$ cat config.mk
export PLATFORM = sky130hd
export DESIGN_NAME = brt_emu_flat
export DESIGN_NICKNAME = d
export VERILOG_FILES = /design/src/rtl/brt_pkg.sv /design/src/rtl/brt_link_if.sv /design/src/rtl/brt_fifo.sv /design/src/rtl/brt_emu.sv /design/src/flat_wrapper.sv
export SDC_FILE = /design/constraint.sdc
export NUM_CORES = 1
export LEC_CHECK = 0
export BUFFER_PORTS_ARGS = -buffer_cell sky130_fd_sc_hd__clkbuf_2
export CELL_PAD_IN_SITES_DETAIL_PLACEMENT = 1
export CELL_PAD_IN_SITES_GLOBAL_PLACEMENT = 2
export CORE_MARGIN = 3
export CORE_UTILIZATION = 48
export CTS_CLUSTER_SIZE = 40
export DETAILED_ROUTE_END_ITERATION = 10
export PLACE_DENSITY = 0.93
export SYNTH_ARGS = -nofsm -noshare
export SYNTH_HDL_FRONTEND = slang
export SYNTH_HIERARCHICAL = 1
export SYNTH_SLANG_ARGS = --single-unit
$ cat constraint.sdc
create_clock -name mclk -period 8.4 [get_ports mclk]
set_input_delay 0.42 -clock mclk [delete_from_list [all_inputs] [get_ports mclk]]
set_output_delay 0.42 -clock mclk [all_outputs]
set_load 0.03 [all_outputs]
$ cat src/rtl/brt_pkg.sv
// Shared constants, types and helpers for banked trace capture.
// Assumes a single 10 MHz bus clock shared by both ends.
`default_nettype none

package brt_pkg;

	// ------------------------------------------------------------------
	// Widths and limits
	// ------------------------------------------------------------------
	localparam int ADDR_W     = 16;           // Normal 64K bus address
	localparam int BANK_W     = 4;            // Bank field, sixteen banks
	localparam int REC_W      = BANK_W + ADDR_W; // Bank above the address
	localparam int MAX_BANKS  = 16;           // Largest bank count traced
	localparam int MAX_32K_RSV = 15;          // 512K board, 32K reserved
	localparam int MAX_16K_RSV = 13;          // 256K board, 48K reserved
	localparam int CNT_W      = 32;           // Execution cycle counter
	localparam int FIFO_DEPTH = 16;           // Trace record buffer depth
	localparam int PROBE_BANK_LSB = 0;        // Probe bit for bank bit 2

	// ------------------------------------------------------------------
	// Timing
	// ------------------------------------------------------------------
	localparam int CLK_HZ         = 10_000_000; // Bus clock rate
	localparam int RESET_HOLD_MS  = 200;        // Reset hold, 1/5 second
	localparam int RESET_HOLD_CYC = (CLK_HZ / 1000) * RESET_HOLD_MS;
	localparam int PROT_WIN_CYC   = 64;         // Write-once window

	// ------------------------------------------------------------------
	// Extended address line of bank bit 0 per bank size
	// ------------------------------------------------------------------
	localparam int XA_LSB_8K  = 13;
	localparam int XA_LSB_16K = 14;
	localparam int XA_LSB_32K = 15;           // Line 14 is not a bank bit

	// Bank size selection
	typedef enum logic [2:0] {
		BS_8K  = 3'h1,
		BS_16K = 3'h2,
		BS_32K = 3'h4
	} brt_bsize_e;

	// Bank count the emulation board can serve
	function automatic logic [4:0] brt_max_banks(input logic b512,
		input logic nb_mapped, input logic [2:0] bsize);
		brt_max_banks = 5'(MAX_BANKS);
		if (nb_mapped && b512 && bsize == BS_32K) begin
			brt_max_banks = 5'(MAX_32K_RSV);
		end
		if (nb_mapped && !b512 && bsize == BS_16K) begin
			brt_max_banks = 5'(MAX_16K_RSV);
		end
	endfunction

endpackage

`default_nettype wire

$ cat src/rtl/brt_link_if.sv
// Link between the emulator trace end and the target bus end.
// Assumes both ends run on the same clock; no clocking block here.
`default_nettype none

interface brt_link_if;
	logic                        cyc_valid;             // Bus cycle offered
	logic [brt_pkg::ADDR_W-1:0]  cyc_addr;              // Its 16-bit address
	logic                        bank_sel_bit0;         // Bank bit 0
	logic                        bank_sel_bit1;         // Bank bit 1
	logic [3:0]                  aux_trace_inputs_high; // General probes
	logic                        cyc_hold;              // Emulator stalls bus
	logic                        tgt_reset_n;           // Target reset, low
	logic                        emul_run;              // Emulation mode

	// Emulator end
	modport emu (
		input  cyc_valid, cyc_addr, bank_sel_bit0, bank_sel_bit1,
		input  aux_trace_inputs_high,
		output cyc_hold, tgt_reset_n, emul_run
	);

	// Target end
	modport tgt (
		output cyc_valid, cyc_addr, bank_sel_bit0, bank_sel_bit1,
		output aux_trace_inputs_high,
		input  cyc_hold, tgt_reset_n, emul_run
	);
endinterface

`default_nettype wire

$ cat src/rtl/brt_fifo.sv
// Trace record FIFO with valid and ready on both sides.
// Assumes one clock and a synchronous active-low reset.
`default_nettype none

module brt_fifo #(
	parameter int W     = brt_pkg::REC_W,
	parameter int DEPTH = brt_pkg::FIFO_DEPTH
) (
	input  wire logic         mclk,
	input  wire logic         resetn,
	input  wire logic         in_valid,
	output logic              in_ready,
	input  wire logic [W-1:0] in_data,
	output logic              out_valid,
	input  wire logic         out_ready,
	output logic [W-1:0]      out_data
);
	localparam int AW = (DEPTH > 1) ? $clog2(DEPTH) : 1;

	// Depth must be a power of two for pointer wrap
	if (DEPTH < 2 || (DEPTH & (DEPTH - 1)) != 0) begin : g_chk
		$error("brt_fifo: DEPTH must be a power of two, at least 2");
	end

	typedef struct packed {
		logic [DEPTH-1:0][W-1:0] mem; // Storage words
		logic [AW-1:0]           wp;  // Write index
		logic [AW-1:0]           rp;  // Read index
		logic [AW:0]             cnt; // Words held
	} brt_fifo_s;

	brt_fifo_s q, d;
	logic push, pop;

	// ------------------------------------------------------------------
	// Handshakes
	// ------------------------------------------------------------------
	assign in_ready  = (q.cnt != (AW+1)'(DEPTH)); // Honest full
	assign out_valid = (q.cnt != '0);              // Honest empty
	assign out_data  = q.mem[q.rp];
	assign push      = in_valid && in_ready;
	assign pop       = out_valid && out_ready;

	// Next state
	always_comb begin
		d = q;
		if (push) begin
			d.mem[q.wp] = in_data;
			d.wp        = q.wp + 1'b1;
		end
		if (pop) begin
			d.rp = q.rp + 1'b1;
		end
		d.cnt = q.cnt + (AW+1)'(push) - (AW+1)'(pop);
		if (!resetn) begin
			d.wp  = '0;
			d.rp  = '0;
			d.cnt = '0;
		end
	end

	// State register
	always_ff @(posedge mclk) begin
		q <= d;
	end
endmodule

`default_nettype wire

$ cat src/rtl/brt_emu.sv
// Emulator end: reset-and-run sequencer and banked trace capture.
// Assumes the target end on brt_link_if and a host issuing pulses.
//
// Functional notes
// - Reset-and-run: emulate, trace, reset low together
// - Hold reset about 1/5 second, release
// - Trace and count cycles during reset too
// - 64-cycle write window, off in test mode
// - Low bank bits always, high via probes
// - Bank bits 2,3 feed probe bits 0,1
// - Display address: bank as fifth hex digit
// - 8K banks: lines 13-16 drive bits 0-3
// - At most sixteen banks, four-bit field
// - Connect only active lines, others unconnected
// - 32K at 4000: skip line 14
// - Many banks: high bank bits reach probes
// - 512K board, 32K reserved: fifteen banks
// - 256K board, 48K reserved: thirteen banks
`default_nettype none

module brt_emu #(
	parameter int RESET_HOLD_CYC = brt_pkg::RESET_HOLD_CYC,
	parameter int CNT_W          = brt_pkg::CNT_W,
	parameter int FIFO_DEPTH     = brt_pkg::FIFO_DEPTH
) (
	input  wire logic                       mclk,
	input  wire logic                       resetn,
	brt_link_if.emu                         link,
	input  wire logic                       cmd_reset_go,
	input  wire logic                       cmd_stop,
	input  wire logic                       probe_bank_en,
	input  wire logic                       test_mode,
	input  wire logic                       board_512k,
	input  wire logic                       nonbanked_mapped,
	input  wire logic [2:0]                 bank_size,
	output logic                            rec_valid,
	input  wire logic                       rec_ready,
	output logic [brt_pkg::REC_W-1:0]       rec_data,
	output logic [CNT_W-1:0]                cycle_count,
	output logic                            emul_active,
	output logic                            trace_on,
	output logic                            tgt_in_reset,
	output logic                            prot_window,
	output logic [4:0]                      bank_limit,
	output logic                            bank_over
);
	// ------------------------------------------------------------------
	// Elaboration checks
	// ------------------------------------------------------------------
	localparam int HOLD_W = $clog2(RESET_HOLD_CYC + 1);
	localparam int PROT_W = $clog2(brt_pkg::PROT_WIN_CYC + 1);

	if (RESET_HOLD_CYC < 1) begin : g_chk_hold
		$error("brt_emu: RESET_HOLD_CYC must be at least 1");
	end
	if (CNT_W < 1) begin : g_chk_cnt
		$error("brt_emu: CNT_W must be at least 1");
	end

	// ------------------------------------------------------------------
	// State
	// ------------------------------------------------------------------
	typedef enum logic [2:0] {
		ST_IDLE  = 3'h1, // Monitor mode, no trace
		ST_RESET = 3'h2, // Emulating with target reset held
		ST_RUN   = 3'h4  // Emulating with reset released
	} brt_st_e;

	typedef struct packed {
		brt_st_e           st;    // Sequencer state
		logic [HOLD_W-1:0] hold;  // Reset hold cycles elapsed
		logic [PROT_W-1:0] prot;  // Write-window cycles left
		logic              rst_n; // Target reset drive
		logic [CNT_W-1:0]  cyc;   // Execution cycle counter
		logic              over;  // Bank beyond board limit seen
	} brt_emu_s;

	brt_emu_s q, d;

	logic                        tracing;   // Capture enabled
	logic                        fifo_rdy;  // Buffer has room
	logic                        cyc_take;  // Bus cycle accepted
	logic                        push;      // Record written
	logic [brt_pkg::BANK_W-1:0]  bank;      // Sampled bank number
	logic [brt_pkg::REC_W-1:0]   rec_in;    // Record to buffer

	// ------------------------------------------------------------------
	// Bank sampling and record forming
	// ------------------------------------------------------------------
	// Low bits always, high bits only when probes carry them
	always_comb begin
		bank = {2'h0, link.bank_sel_bit1, link.bank_sel_bit0};
		if (probe_bank_en) begin
			bank[3:2] = link.aux_trace_inputs_high[brt_pkg::PROBE_BANK_LSB +: 2];
		end
	end

	// Bank above the 16-bit address, fifth hex digit
	assign rec_in = {bank, link.cyc_addr};

	// Board capacity for banked emulation
	assign bank_limit = brt_pkg::brt_max_banks(board_512k, nonbanked_mapped,
		bank_size);

	// ------------------------------------------------------------------
	// Bus handshake
	// ------------------------------------------------------------------
	assign tracing  = (q.st != ST_IDLE);
	// Stall the target only while tracing and the buffer is full
	assign link.cyc_hold = tracing && !fifo_rdy;
	assign cyc_take = link.cyc_valid && !link.cyc_hold;
	assign push     = tracing && cyc_take;

	// ------------------------------------------------------------------
	// Trace buffer
	// ------------------------------------------------------------------
	brt_fifo #(
		.W     (brt_pkg::REC_W),
		.DEPTH (FIFO_DEPTH)
	) u_fifo (
		.mclk      (mclk),
		.resetn    (resetn),
		.in_valid  (push),
		.in_ready  (fifo_rdy),
		.in_data   (rec_in),
		.out_valid (rec_valid),
		.out_ready (rec_ready),
		.out_data  (rec_data)
	);

	// ------------------------------------------------------------------
	// Sequencer and counters
	// ------------------------------------------------------------------
	always_comb begin
		d = q;
		unique case (q.st)
			// Waiting for the host
			ST_IDLE: begin
				if (cmd_reset_go) begin
					d.st    = ST_RESET;
					d.rst_n = 1'b0;
					d.hold  = '0;
					d.cyc   = '0;
					d.over  = 1'b0;
				end
			end
			// Reset held low for the full hold time, or until a stop
			ST_RESET: begin
				d.hold = q.hold + 1'b1;
				if (cmd_stop) begin
					d.st    = ST_IDLE;
					d.rst_n = 1'b1;
				end else if (q.hold == HOLD_W'(RESET_HOLD_CYC - 1)) begin
					d.st    = ST_RUN;
					d.rst_n = 1'b1;
					d.prot  = PROT_W'(brt_pkg::PROT_WIN_CYC);
				end
			end
			// Target running its reset routine onward
			ST_RUN: begin
				if (cmd_stop) begin
					d.st   = ST_IDLE;
					d.prot = '0;
				end
			end
		endcase

		// Window counts target bus cycles after release
		if (q.st == ST_RUN && cyc_take && q.prot != '0) begin
			d.prot = q.prot - 1'b1;
		end

		// Every traced cycle counts, reset or not
		if (push) begin
			d.cyc = q.cyc + 1'b1;
		end

		// Sticky, set wins over the clear above
		if (push && ({1'b0, bank} >= bank_limit)) begin
			d.over = 1'b1;
		end

		// Synchronous reset values
		if (!resetn) begin
			d.st    = ST_IDLE;
			d.hold  = '0;
			d.prot  = '0;
			d.rst_n = 1'b1;
			d.cyc   = '0;
			d.over  = 1'b0;
		end
	end

	// State register
	always_ff @(posedge mclk) begin
		q <= d;
	end

	// ------------------------------------------------------------------
	// Outputs
	// ------------------------------------------------------------------
	assign link.tgt_reset_n = q.rst_n;
	assign link.emul_run    = tracing;
	assign emul_active      = tracing;
	assign trace_on         = tracing;
	assign tgt_in_reset     = !q.rst_n;
	assign cycle_count      = q.cyc;
	assign bank_over        = q.over;
	// Window closed whenever the target runs in test mode
	assign prot_window      = (q.prot != '0) && !test_mode;
endmodule

`default_nettype wire

$ cat src/flat_wrapper.sv
// flat-port wrapper written by rule: the top's interface ports become plain ports
module brt_emu_flat 
#(
	parameter int RESET_HOLD_CYC = brt_pkg::RESET_HOLD_CYC,
	parameter int CNT_W          = brt_pkg::CNT_W,
	parameter int FIFO_DEPTH     = brt_pkg::FIFO_DEPTH
)
  (mclk, resetn, cmd_reset_go, cmd_stop, probe_bank_en, test_mode, board_512k, nonbanked_mapped, bank_size, rec_valid, rec_ready, rec_data, cycle_count, emul_active, trace_on, tgt_in_reset, prot_window, bank_limit, bank_over, link_cyc_valid, link_cyc_addr, link_bank_sel_bit0, link_bank_sel_bit1, link_aux_trace_inputs_high, link_cyc_hold, link_tgt_reset_n, link_emul_run);
  brt_link_if link_i ();
  input  wire logic mclk;
  input  wire logic resetn;
  input  wire logic cmd_reset_go;
  input  wire logic cmd_stop;
  input  wire logic probe_bank_en;
  input  wire logic test_mode;
  input  wire logic board_512k;
  input  wire logic nonbanked_mapped;
  input  wire logic [2:0] bank_size;
  output logic rec_valid;
  input  wire logic rec_ready;
  output logic [brt_pkg::REC_W-1:0] rec_data;
  output logic [CNT_W-1:0] cycle_count;
  output logic emul_active;
  output logic trace_on;
  output logic tgt_in_reset;
  output logic prot_window;
  output logic [4:0] bank_limit;
  output logic bank_over;
  input wire logic [$bits(link_i.cyc_valid)-1:0] link_cyc_valid;
  input wire logic [$bits(link_i.cyc_addr)-1:0] link_cyc_addr;
  input wire logic [$bits(link_i.bank_sel_bit0)-1:0] link_bank_sel_bit0;
  input wire logic [$bits(link_i.bank_sel_bit1)-1:0] link_bank_sel_bit1;
  input wire logic [$bits(link_i.aux_trace_inputs_high)-1:0] link_aux_trace_inputs_high;
  output wire logic [$bits(link_i.cyc_hold)-1:0] link_cyc_hold;
  output wire logic [$bits(link_i.tgt_reset_n)-1:0] link_tgt_reset_n;
  output wire logic [$bits(link_i.emul_run)-1:0] link_emul_run;
  assign link_i.cyc_valid = link_cyc_valid;
  assign link_i.cyc_addr = link_cyc_addr;
  assign link_i.bank_sel_bit0 = link_bank_sel_bit0;
  assign link_i.bank_sel_bit1 = link_bank_sel_bit1;
  assign link_i.aux_trace_inputs_high = link_aux_trace_inputs_high;
  assign link_cyc_hold = link_i.cyc_hold;
  assign link_tgt_reset_n = link_i.tgt_reset_n;
  assign link_emul_run = link_i.emul_run;
  brt_emu #(.RESET_HOLD_CYC(RESET_HOLD_CYC), .CNT_W(CNT_W), .FIFO_DEPTH(FIFO_DEPTH)) u_core (.mclk(mclk), .resetn(resetn), .link(link_i), .cmd_reset_go(cmd_reset_go), .cmd_stop(cmd_stop), .probe_bank_en(probe_bank_en), .test_mode(test_mode), .board_512k(board_512k), .nonbanked_mapped(nonbanked_mapped), .bank_size(bank_size), .rec_valid(rec_valid), .rec_ready(rec_ready), .rec_data(rec_data), .cycle_count(cycle_count), .emul_active(emul_active), .trace_on(trace_on), .tgt_in_reset(tgt_in_reset), .prot_window(prot_window), .bank_limit(bank_limit), .bank_over(bank_over));
endmodule
# Word level (Yosys, flattened, before mapping)
# Index checks and enable logic that the tools add are counted.
# word_totals
ff_bits	398
out_inout_bits	66
wordCells	108
# classes
addsub	7
order_cmp	4
eq_ne	14
mux	25
reduce_logical	33
# op_table
operator	n
320-bit bitwise mux	1
20-bit binary-select mux with 4-bit select	1
20-bit demux with 4-bit select	1
21-bit one-hot mux with 2 select lines	1
20-bit 2-to-1 mux	2
34-bit 2-to-1 mux	1
33-bit 2-to-1 mux	1
32-bit by 1-bit adder with 32-bit output, second input constant	1
32-bit 2-to-1 mux	1
24-bit 2-to-1 mux	1
21-bit by 1-bit adder with 21-bit output, second input constant	1
21-bit equality test, second input constant	1
7-bit 2-to-1 mux	3
1-bit logical AND	14
7-bit one-hot mux with 2 select lines	1
4-bit by 5-bit less-than comparator with 1-bit output, second input constant	2
5-bit 2-to-1 mux	2
2-bit nonzero test	5
3-bit 2-to-1 mux	3
3-bit one-hot mux with 3 select lines	1
4-bit by 1-bit adder with 4-bit output, second input constant	2
8-bit 2-to-1 mux	1
7-bit nonzero test	1
7-bit by 1-bit subtractor with 7-bit output, second input constant	1
other kinds (21)	34

# Depth between registers and ports, before layout
# Gate-level depths: netlist (run 1).
# logic_depth
ltp_word	9
ltp_mapped	17

# By module
# Netlist (run 1), hierarchy kept.
# modules_own_cells
module	instances	cells_each	area_each_um2
brt_fifo	1	593	12802.3
brt_emu	1	468	3758.6

# Least setup slack after synthesis (run 1)
# No wires, ideal clock.
# synth_timing
path_kind	register to register
from	reg u_core/q[62] (netlist name)
to	reg u_core/u_fifo/q[33] (netlist name), enable pin
arrival_ns	3.197
required_time_ns	7.978
path_slack_ns	4.781
path_stages_with_launch	10
path_cell_list	dfxtp_1 buf_2 nor3b_2 inv_1 nand2_1 inv_1 and2_1 clkbuf_1 nand2_1 nor3_1
# synth_between
elab_chain_len	6
# synth_lines
element	line	source
start: declaration	brt_emu.sv:78	brt_emu_s q, d;
start signal: assignment	brt_emu.sv:196	q <= d;
3-bit by 1-bit != test with 1-bit output (*)	brt_emu.sv:108	assign tracing = (q.st != ST_IDLE);
named net emul_active	flat_wrapper.sv:23	output logic emul_active;
1-bit logical AND	brt_emu.sv:110	assign link.cyc_hold = tracing && !fifo_rdy;
1-bit zero test	brt_emu.sv:111	assign cyc_take = link.cyc_valid && !link.cyc_hold;
1-bit logical AND	brt_emu.sv:111	
1-bit logical AND (*)	brt_emu.sv:112	assign push = tracing && cyc_take;
named net u_core.push	brt_emu.sv:83	logic push;
1-bit logical AND (*)	brt_fifo.sv:41	assign push = in_valid && in_ready;
end signal: assignment	brt_fifo.sv:64	q <= d;
end: declaration	brt_fifo.sv:32	brt_fifo_s q, d;
# The timed path passes the listed nets; every way through them passes the cells marked *.
# A chain may end at the register's enable or synchronous reset.

# Final worst setup path (run 1)
# layout_timing
from	reg u_core/u_fifo/q[5] (netlist name)
to	out rec_data[11] (netlist name)
# layout_between
elab_chain_len	2
# layout_lines
element	line	source
20-bit binary-select mux with 4-bit select	brt_fifo.sv:40	assign out_data = q.mem[q.rp];
20-bit 2-to-1 mux (not written as such)	brt_fifo.sv:40	
end: declaration	flat_wrapper.sv:21	output logic [brt_pkg::REC_W-1:0] rec_data;
# No other way between the ends. The select of a mux whose other input is x is not followed.

==> impl_metrics.ini, run 1 <==
[critical_path]
required_ns = 7.98
critPathKind = register to output port
critPathMaxFanout = 50
arrival_ns = 3.53
worst_setup_path_start_kind = register
cp-end-kind = output port

[logic_synthesis]
synth_top_family_by_area = multiplexers
synth_nets = 1117
synth_mux_area_share_pct = 11.8
synthXorXnorAreaFrac_pct = 0.529
synth_edf_count = 320
yosysWarnings = 6
synthAdderAreaFrac_pct = 1.63
yosysSeqAreaShare_pct = 67.5
synth-main-ff-cell = edfxtp_1
synthSimpleGateAreaFrac_pct = 8.73
syn_area_mm2 = 0.0166
ys_async_sr_fraction_pct = 0
synth-compound-area-share_pct = 6.29
yosysUniqueCellTypes = 64
synthCells = 1061
ys_ff_latch = 398
avgSynthCellArea_um2 = 15.6

[sta]
fmax_ghz = 0.253
finalHoldViolations = 0
min_period_ns = 3.95
min_period_over_period_pct = 47.0
setup_viol = 0
slew_violations = 0
worst_pin_slew_ns = 1.20
rsz0062_at_grt = false
slew-limit-headroom_pct = 19.6
fin_skew_ns = 0.0326
fin_setup_tns_ns = 0

[global_route]
antenna_found_initial = 0
grt_usage_pct = 23.2
grt_max_degree = 81
grt_pass1_wl_um = 64300
grt_pass1_vias = 10300
overflow = 0

[final_layout]
diodes = 0
fin_nets = 1197
final_area_mm2 = 0.0187
fillCellCount = 3140
drive_gt1_share_pct = 25.6
utilization_pct = 55.4
syn2layout_area_growth_pct = 13.0

[cts]
cts_buffers = 43
insertion_delay_ns = 0.56
cts_resized = 0
clkTransAtPathRegs_ns = 0.06
cts.sinks = 398
cts_tree = yes
clk_path_buf_depth = 3
ctsHoldBuffers = 0
cts-root-buf = clkbuf_16
htree_num_levels = 2
postCtsSetupBuffers = 0

[die]
start_util_pct = 49.0
die_w_um = 192
dieArea_mm2 = 0.0368
fp.coreArea_mm2 = 0.0338
dieHeight_um = 192
io_pins = 101
rows = 67

[routing]
ant_nets = 0
wire_per_inst_um = 25.7
dr.pass1.iters = 5
drtIter0Drc = 933
viasPerCell = 6.09
wl_um = 41700
drc = 0
vias = 9876

[place]
io_buffers = 98
dpl.hpwl_um = 23000
gp_congestion = 0.758
place_area_mm2 = 0.0174

[status]
status = complete, no violations

[power_and_ir_drop]
ir_drop_uv = 192
leakagePower_nw = 6.23
p_per_area_mw_per_mm2 = 268

[hold_path]
hp-class = input port to register

[run]
timing.max_cap.violations = 0
power by group:
group | internal, W | leakage, nW | switching, W | total [W]
sequential | 0.00219 | 3.52 | 0.0000673 | 0.00225
combinational | 0.000403 | 2.04 | 0.000508 | 0.000910
clock | 0.00107 | 0.669 | 0.000784 | 0.00185
worst paths after layout:
path	start	to	slack, ns	cells past startpoint
max	u_core/u_fifo/q[5]$_SDFFE_PN0P_	rec_data[11]	4.45	5
min	cmd_stop	u_core/q[64]$_SDFFE_PN0P_	0.15	2
max reg2reg	u_core/u_fifo/q[3]$_SDFF_PN0_	u_core/u_fifo/q[4]$_SDFF_PN0_	4.49	16
min reg2reg	u_core/bank_over$_SDFFE_PN0P_	u_core/bank_over$_SDFFE_PN0P_	0.47	2
synth_stat cells (4+ instances only):
library cell | instances | area, µm²
nand2b_1 | 8 | 50.1
a21oi_1 | 37 | 185
mux2i_1 | 5 | 50.1
o2111ai_1 | 10 | 87.6
nand3_1 | 31 | 155
clkbuf_1 | 32 | 120
mux2_2 | 8 | 90.1
nor2b_1 | 6 | 37.5
nand2_1 | 78 | 293
and3_1 | 16 | 100
o311ai_0 | 5 | 43.8
edfxtp_1 | 320 | 9610
a31oi_1 | 4 | 25.0
mux4_2 | 80 | 1800
xnor2_1 | 8 | 70.1
a22oi_1 | 41 | 308
buf_4 | 41 | 308
nand4_1 | 14 | 87.6
dfxtp_1 | 78 | 1560
or4_1 | 9 | 67.6
buf_2 | 6 | 30.0
inv_1 | 21 | 78.8
o41ai_1 | 10 | 87.6
o21ai_0 | 18 | 90.1
and2_1 | 19 | 119
ha_1 | 20 | 250
or3_1 | 7 | 43.8
buf_6 | 4 | 45.0
o21a_1 | 5 | 37.5
nor2_1 | 51 | 191
nor3_1 | 14 | 70.1
critical path: stages, from the launching register on:
cell and delay [ns]:
dfxtp_4 0.79, buf_4 0.87, mux4_2 0.62, a22oi_1 0.29, nand2_1 0.16, clkbuf_2 0.21
per-layer routing:
layer | up-vias | GRT usage (%) | part of all wire [%]
li1 | 4324 | - | -
met1 | 5113 | 31.3 | 41
met2 | 370 | 39.6 | 51
met3 | 69 | 4.02 | 6.1
met4 | 0 | 5.90 | 2.1
met5 | - | 0 | 0
final cells by class:
cell class                 count  area (µm²)  share of cell area [%]
clock inverter                30         272                    1.45
timing repair buffer         121         663                    3.54
multi-input combinational    556        4870                    26.0
tap                          448         561                    2.99
inverter                      21        78.8                   0.421
sequential                   398       11200                    59.7
clock buffer                  49        1100                    5.87
per-stage QoR:
step | hold slack (ns) | worst slack [ns] | cells | power (W)
after floorplan | 0.443 | 4.78 | 1061 | 0.00299
after global placement | 0.448 | 4.53 | 1544 | 0.00316
after detailed placement | 0.463 | 4.46 | 1544 | 0.00320
after CTS | 0.128 | 4.34 | 1623 | 0.00507
after global routing | 0.152 | 4.14 | 1623 | 0.00522
final | 0.154 | 4.45 | 1623 | 0.00501
cells in the final DEF, fill, tap and decap left out, drive strengths merged, types with 6 or more instances in the layout:
master	n
nor3	15
or3	7
mux4	80
nor2	51
a22oi	41
nand2b	8
clkbuf	147
o2111ai	10
inv	22
mux2	9
xnor2	8
buf	23
dfxtp	78
nand2	79
clkinv	23
a21oi	38
and2	19
edfxtp	320
nand4	14
nand3	31
o41ai	10
nor2b	6
ha	20
or4	11
o21ai	18
and3	16
logic make-up (layout without fill, tap and decap cells):
group	after synthesis	after routing
flops	398	398
simple gates	280	280
compound gates	151	151
buf+inv	107	221
mux	94	94
fa+ha+maj	21	21
xor+xnor	10	10
state kept, by name, summed over array words and instances, names as in the netlist:
name and count:
u_core/u_fifo/q 333, u_core/link.tgt_reset_n 1, u_core/bank_over 1, u_core/cycle_count 32
u_core/q 31
Power figures use the tool's default switching activity.
==> run 2: changes to the inputs <==
--- a/config.mk
+++ b/config.mk
@@ -9,10 +9,10 @@
 export CELL_PAD_IN_SITES_DETAIL_PLACEMENT = 1
 export CELL_PAD_IN_SITES_GLOBAL_PLACEMENT = 2
 export CORE_MARGIN = 3
-export CORE_UTILIZATION = 48
+export CORE_UTILIZATION = 40
 export CTS_CLUSTER_SIZE = 40
 export DETAILED_ROUTE_END_ITERATION = 10
-export PLACE_DENSITY = 0.93
+export PLACE_DENSITY = 0.84
 export SYNTH_ARGS = -nofsm -noshare
 export SYNTH_HDL_FRONTEND = slang
 export SYNTH_HIERARCHICAL = 1
==> constraint.sdc (replaced) <==
create_clock -name mclk -period 3.3 [get_ports mclk]
set_input_delay 0.165 -clock mclk [delete_from_list [all_inputs] [get_ports mclk]]
set_output_delay 0.165 -clock mclk [all_outputs]
set_load 0.03 [all_outputs]
==> run 2 against run 1 <==
Effect of this change:
- clock power rose by 150%
- first-iteration DRC count fell by 9.9%
- total power rose to 2.5 times the previous value
- critical path depth rose by 11
- sequential power rose to 2.5 times the previous value
- largest cell class unchanged
- highest routed layer unchanged
==> impl_metrics.ini, run 2 (synthesis gave the netlist of run 1 again) <==
[power_and_ir_drop]
p_per_area_mw_per_mm2 = 668
ir_drop_uv = 373
switching_share_pct = 26.7
leakagePower_nw = 6.33
p_seq_share_pct = 44.7
comb_power_share_pct = 19.3
p_switching_w = 0.00340
clkPwrFrac_pct = 36.0
power.internal_w = 0.00934

[critical_path]
path_buf_inv = 4
slowest_stage = fa_2
crit_chain = inv_1 > ha_1 > nand4bb_1 > and2_4 > nand2_1 > inv_2 > and2_1 > inv_1 > ha_1 > inv_1 > ha_1 > fa_2 > a21oi_2 > nor2_1 > or3_1 > and3_1
critPathMaxFanout = 3
max_stage_delay_ns = 0.37
cp-end-kind = register
critPathKind = register to register
required_ns = 3.72
worst_setup_path_start_kind = register
arrival_ns = 3.46
cp_top_family = simple AND/OR/NAND/NOR gates

[cts]
postCtsSetupBuffers = 0
cts_tree = yes
insertion_delay_ns = 0.57
cts.sinks = 398
cts_buffers = 41
htree_num_levels = 2
cts-root-buf = clkbuf_16
clkTransAtPathRegs_ns = 0.06
clk_path_buf_depth = 3

[global_route]
antenna_found_initial = 1
grt_usage_pct = 18.8
grt_max_degree = 55
grt_pass1_vias = 10400
grt_pass1_wl_um = 63500
overflow = 0

[routing]
ant_nets = 0
drc = 0
vias = 9743
viasPerCell = 5.65
dr.pass1.iters = 5
drtIter0Drc = 841
wl_um = 41100
wire_per_inst_um = 23.9

[die]
io_pins = 101
dieHeight_um = 209
dieArea_mm2 = 0.0439
die_w_um = 209
fp.coreArea_mm2 = 0.0403
rows = 73
start_util_pct = 41.1

[place]
dpl.hpwl_um = 24800
io_buffers = 98
place_area_mm2 = 0.0176
gp_congestion = 0.727
dpl_worst_slack_ns = 0.174

[sta]
fin_skew_ns = 0.0438
min_period_ns = 3.04
setup_ws_ns = 0.259
min_period_over_period_pct = 92.1
slew-limit-headroom_pct = 44.4
finalHoldViolations = 0
slew_violations = 0
rsz0062_at_grt = false
whs_ns = 0.0164
fin_setup_tns_ns = 0
worst_pin_slew_ns = 0.833
setup_viol = 0
fmax_ghz = 0.329

[status]
status = complete, no violations

[final_layout]
drive_gt1_share_pct = 26.6
largest_reg_flops = 333
final_area_mm2 = 0.0191
regMostFlops = u_core/u_fifo/q
layout_common_cells = edfxtp_1, clkbuf_2, mux4_2, nand2_1, dfxtp_1
syn2layout_area_growth_pct = 15.1
final_common_cell = edfxtp_1
fin_nets = 1223

[run]
timing.max_cap.violations = 0

[hold_path]
hp-class = input port to register
run 2: worst paths after layout:
check / start / cells after the start / to / slack, ns
setup / recovery: u_core/u_fifo/q[2]$_SDFF_PN0_ / 16 / u_core/u_fifo/q[4]$_SDFF_PN0_ / 0.26
hold / removal: link_cyc_addr[14] / 1 / u_core/u_fifo/q[287]$_DFFE_PP_ / 0.02
setup reg to reg: u_core/u_fifo/q[2]$_SDFF_PN0_ / 16 / u_core/u_fifo/q[4]$_SDFF_PN0_ / 0.26
hold reg to reg: u_core/bank_over$_SDFFE_PN0P_ / 2 / u_core/bank_over$_SDFFE_PN0P_ / 0.45
run 2: metal layers:
layer / vias to the layer above / wire length (µm) / global-route usage (%)
met5: - / 0 / 0
met4: 0 / 873 / 5.20
met3: 57 / 2340 / 3.75
met2: 283 / 20900 / 32.2
met1: 5040 / 17100 / 24.6
li1: 4363 / - / -
run 2: layout make-up:
type / instances / area, µm²
Antenna cell: 1 / 2.50
Inverter: 21 / 78.8
Multi-Input combinational cell: 556 / 4890
Fill cell: 3980 / 21200
Sequential cell: 398 / 11200
Clock buffer: 54 / 1090
Clock inverter: 21 / 248
Tap cell: 525 / 657
Timing Repair Buffer: 149 / 921
run 2: power by group through the flow:
| stage | clock network (W) | logic [W] | registers (W) |
|---|---|---|---|
| 2_1_floorplan | 0 | 0.00190 | 0.00570 |
| 3_3_place_gp | 0 | 0.00238 | 0.00579 |
| 3_5_place_dp | 0 | 0.00246 | 0.00581 |
| 4_1_cts | 0.00471 | 0.00249 | 0.00570 |
| 5_1_grt | 0.00492 | 0.00267 | 0.00571 |
| 6_report | 0.00458 | 0.00246 | 0.00570 |
run 2: per-stage QoR:
stage	util, %	instances	total power (W)
2_1_floorplan	-	1061	0.00760
3_5_place_dp	43.7	1640	0.00827
4_1_cts	47.3	1724	0.0129
6_report	47.3	1725	0.0127
5_1_grt	47.3	1725	0.0133
3_3_place_gp	43.7	1640	0.00817
run 2: timing repair:
item                                    4_1_cts  5_1_grt
hold buffers                                  9        0
endpoints found under the setup margin        0        1
resized for setup                             0        4
endpoints found under the hold margin        80        0
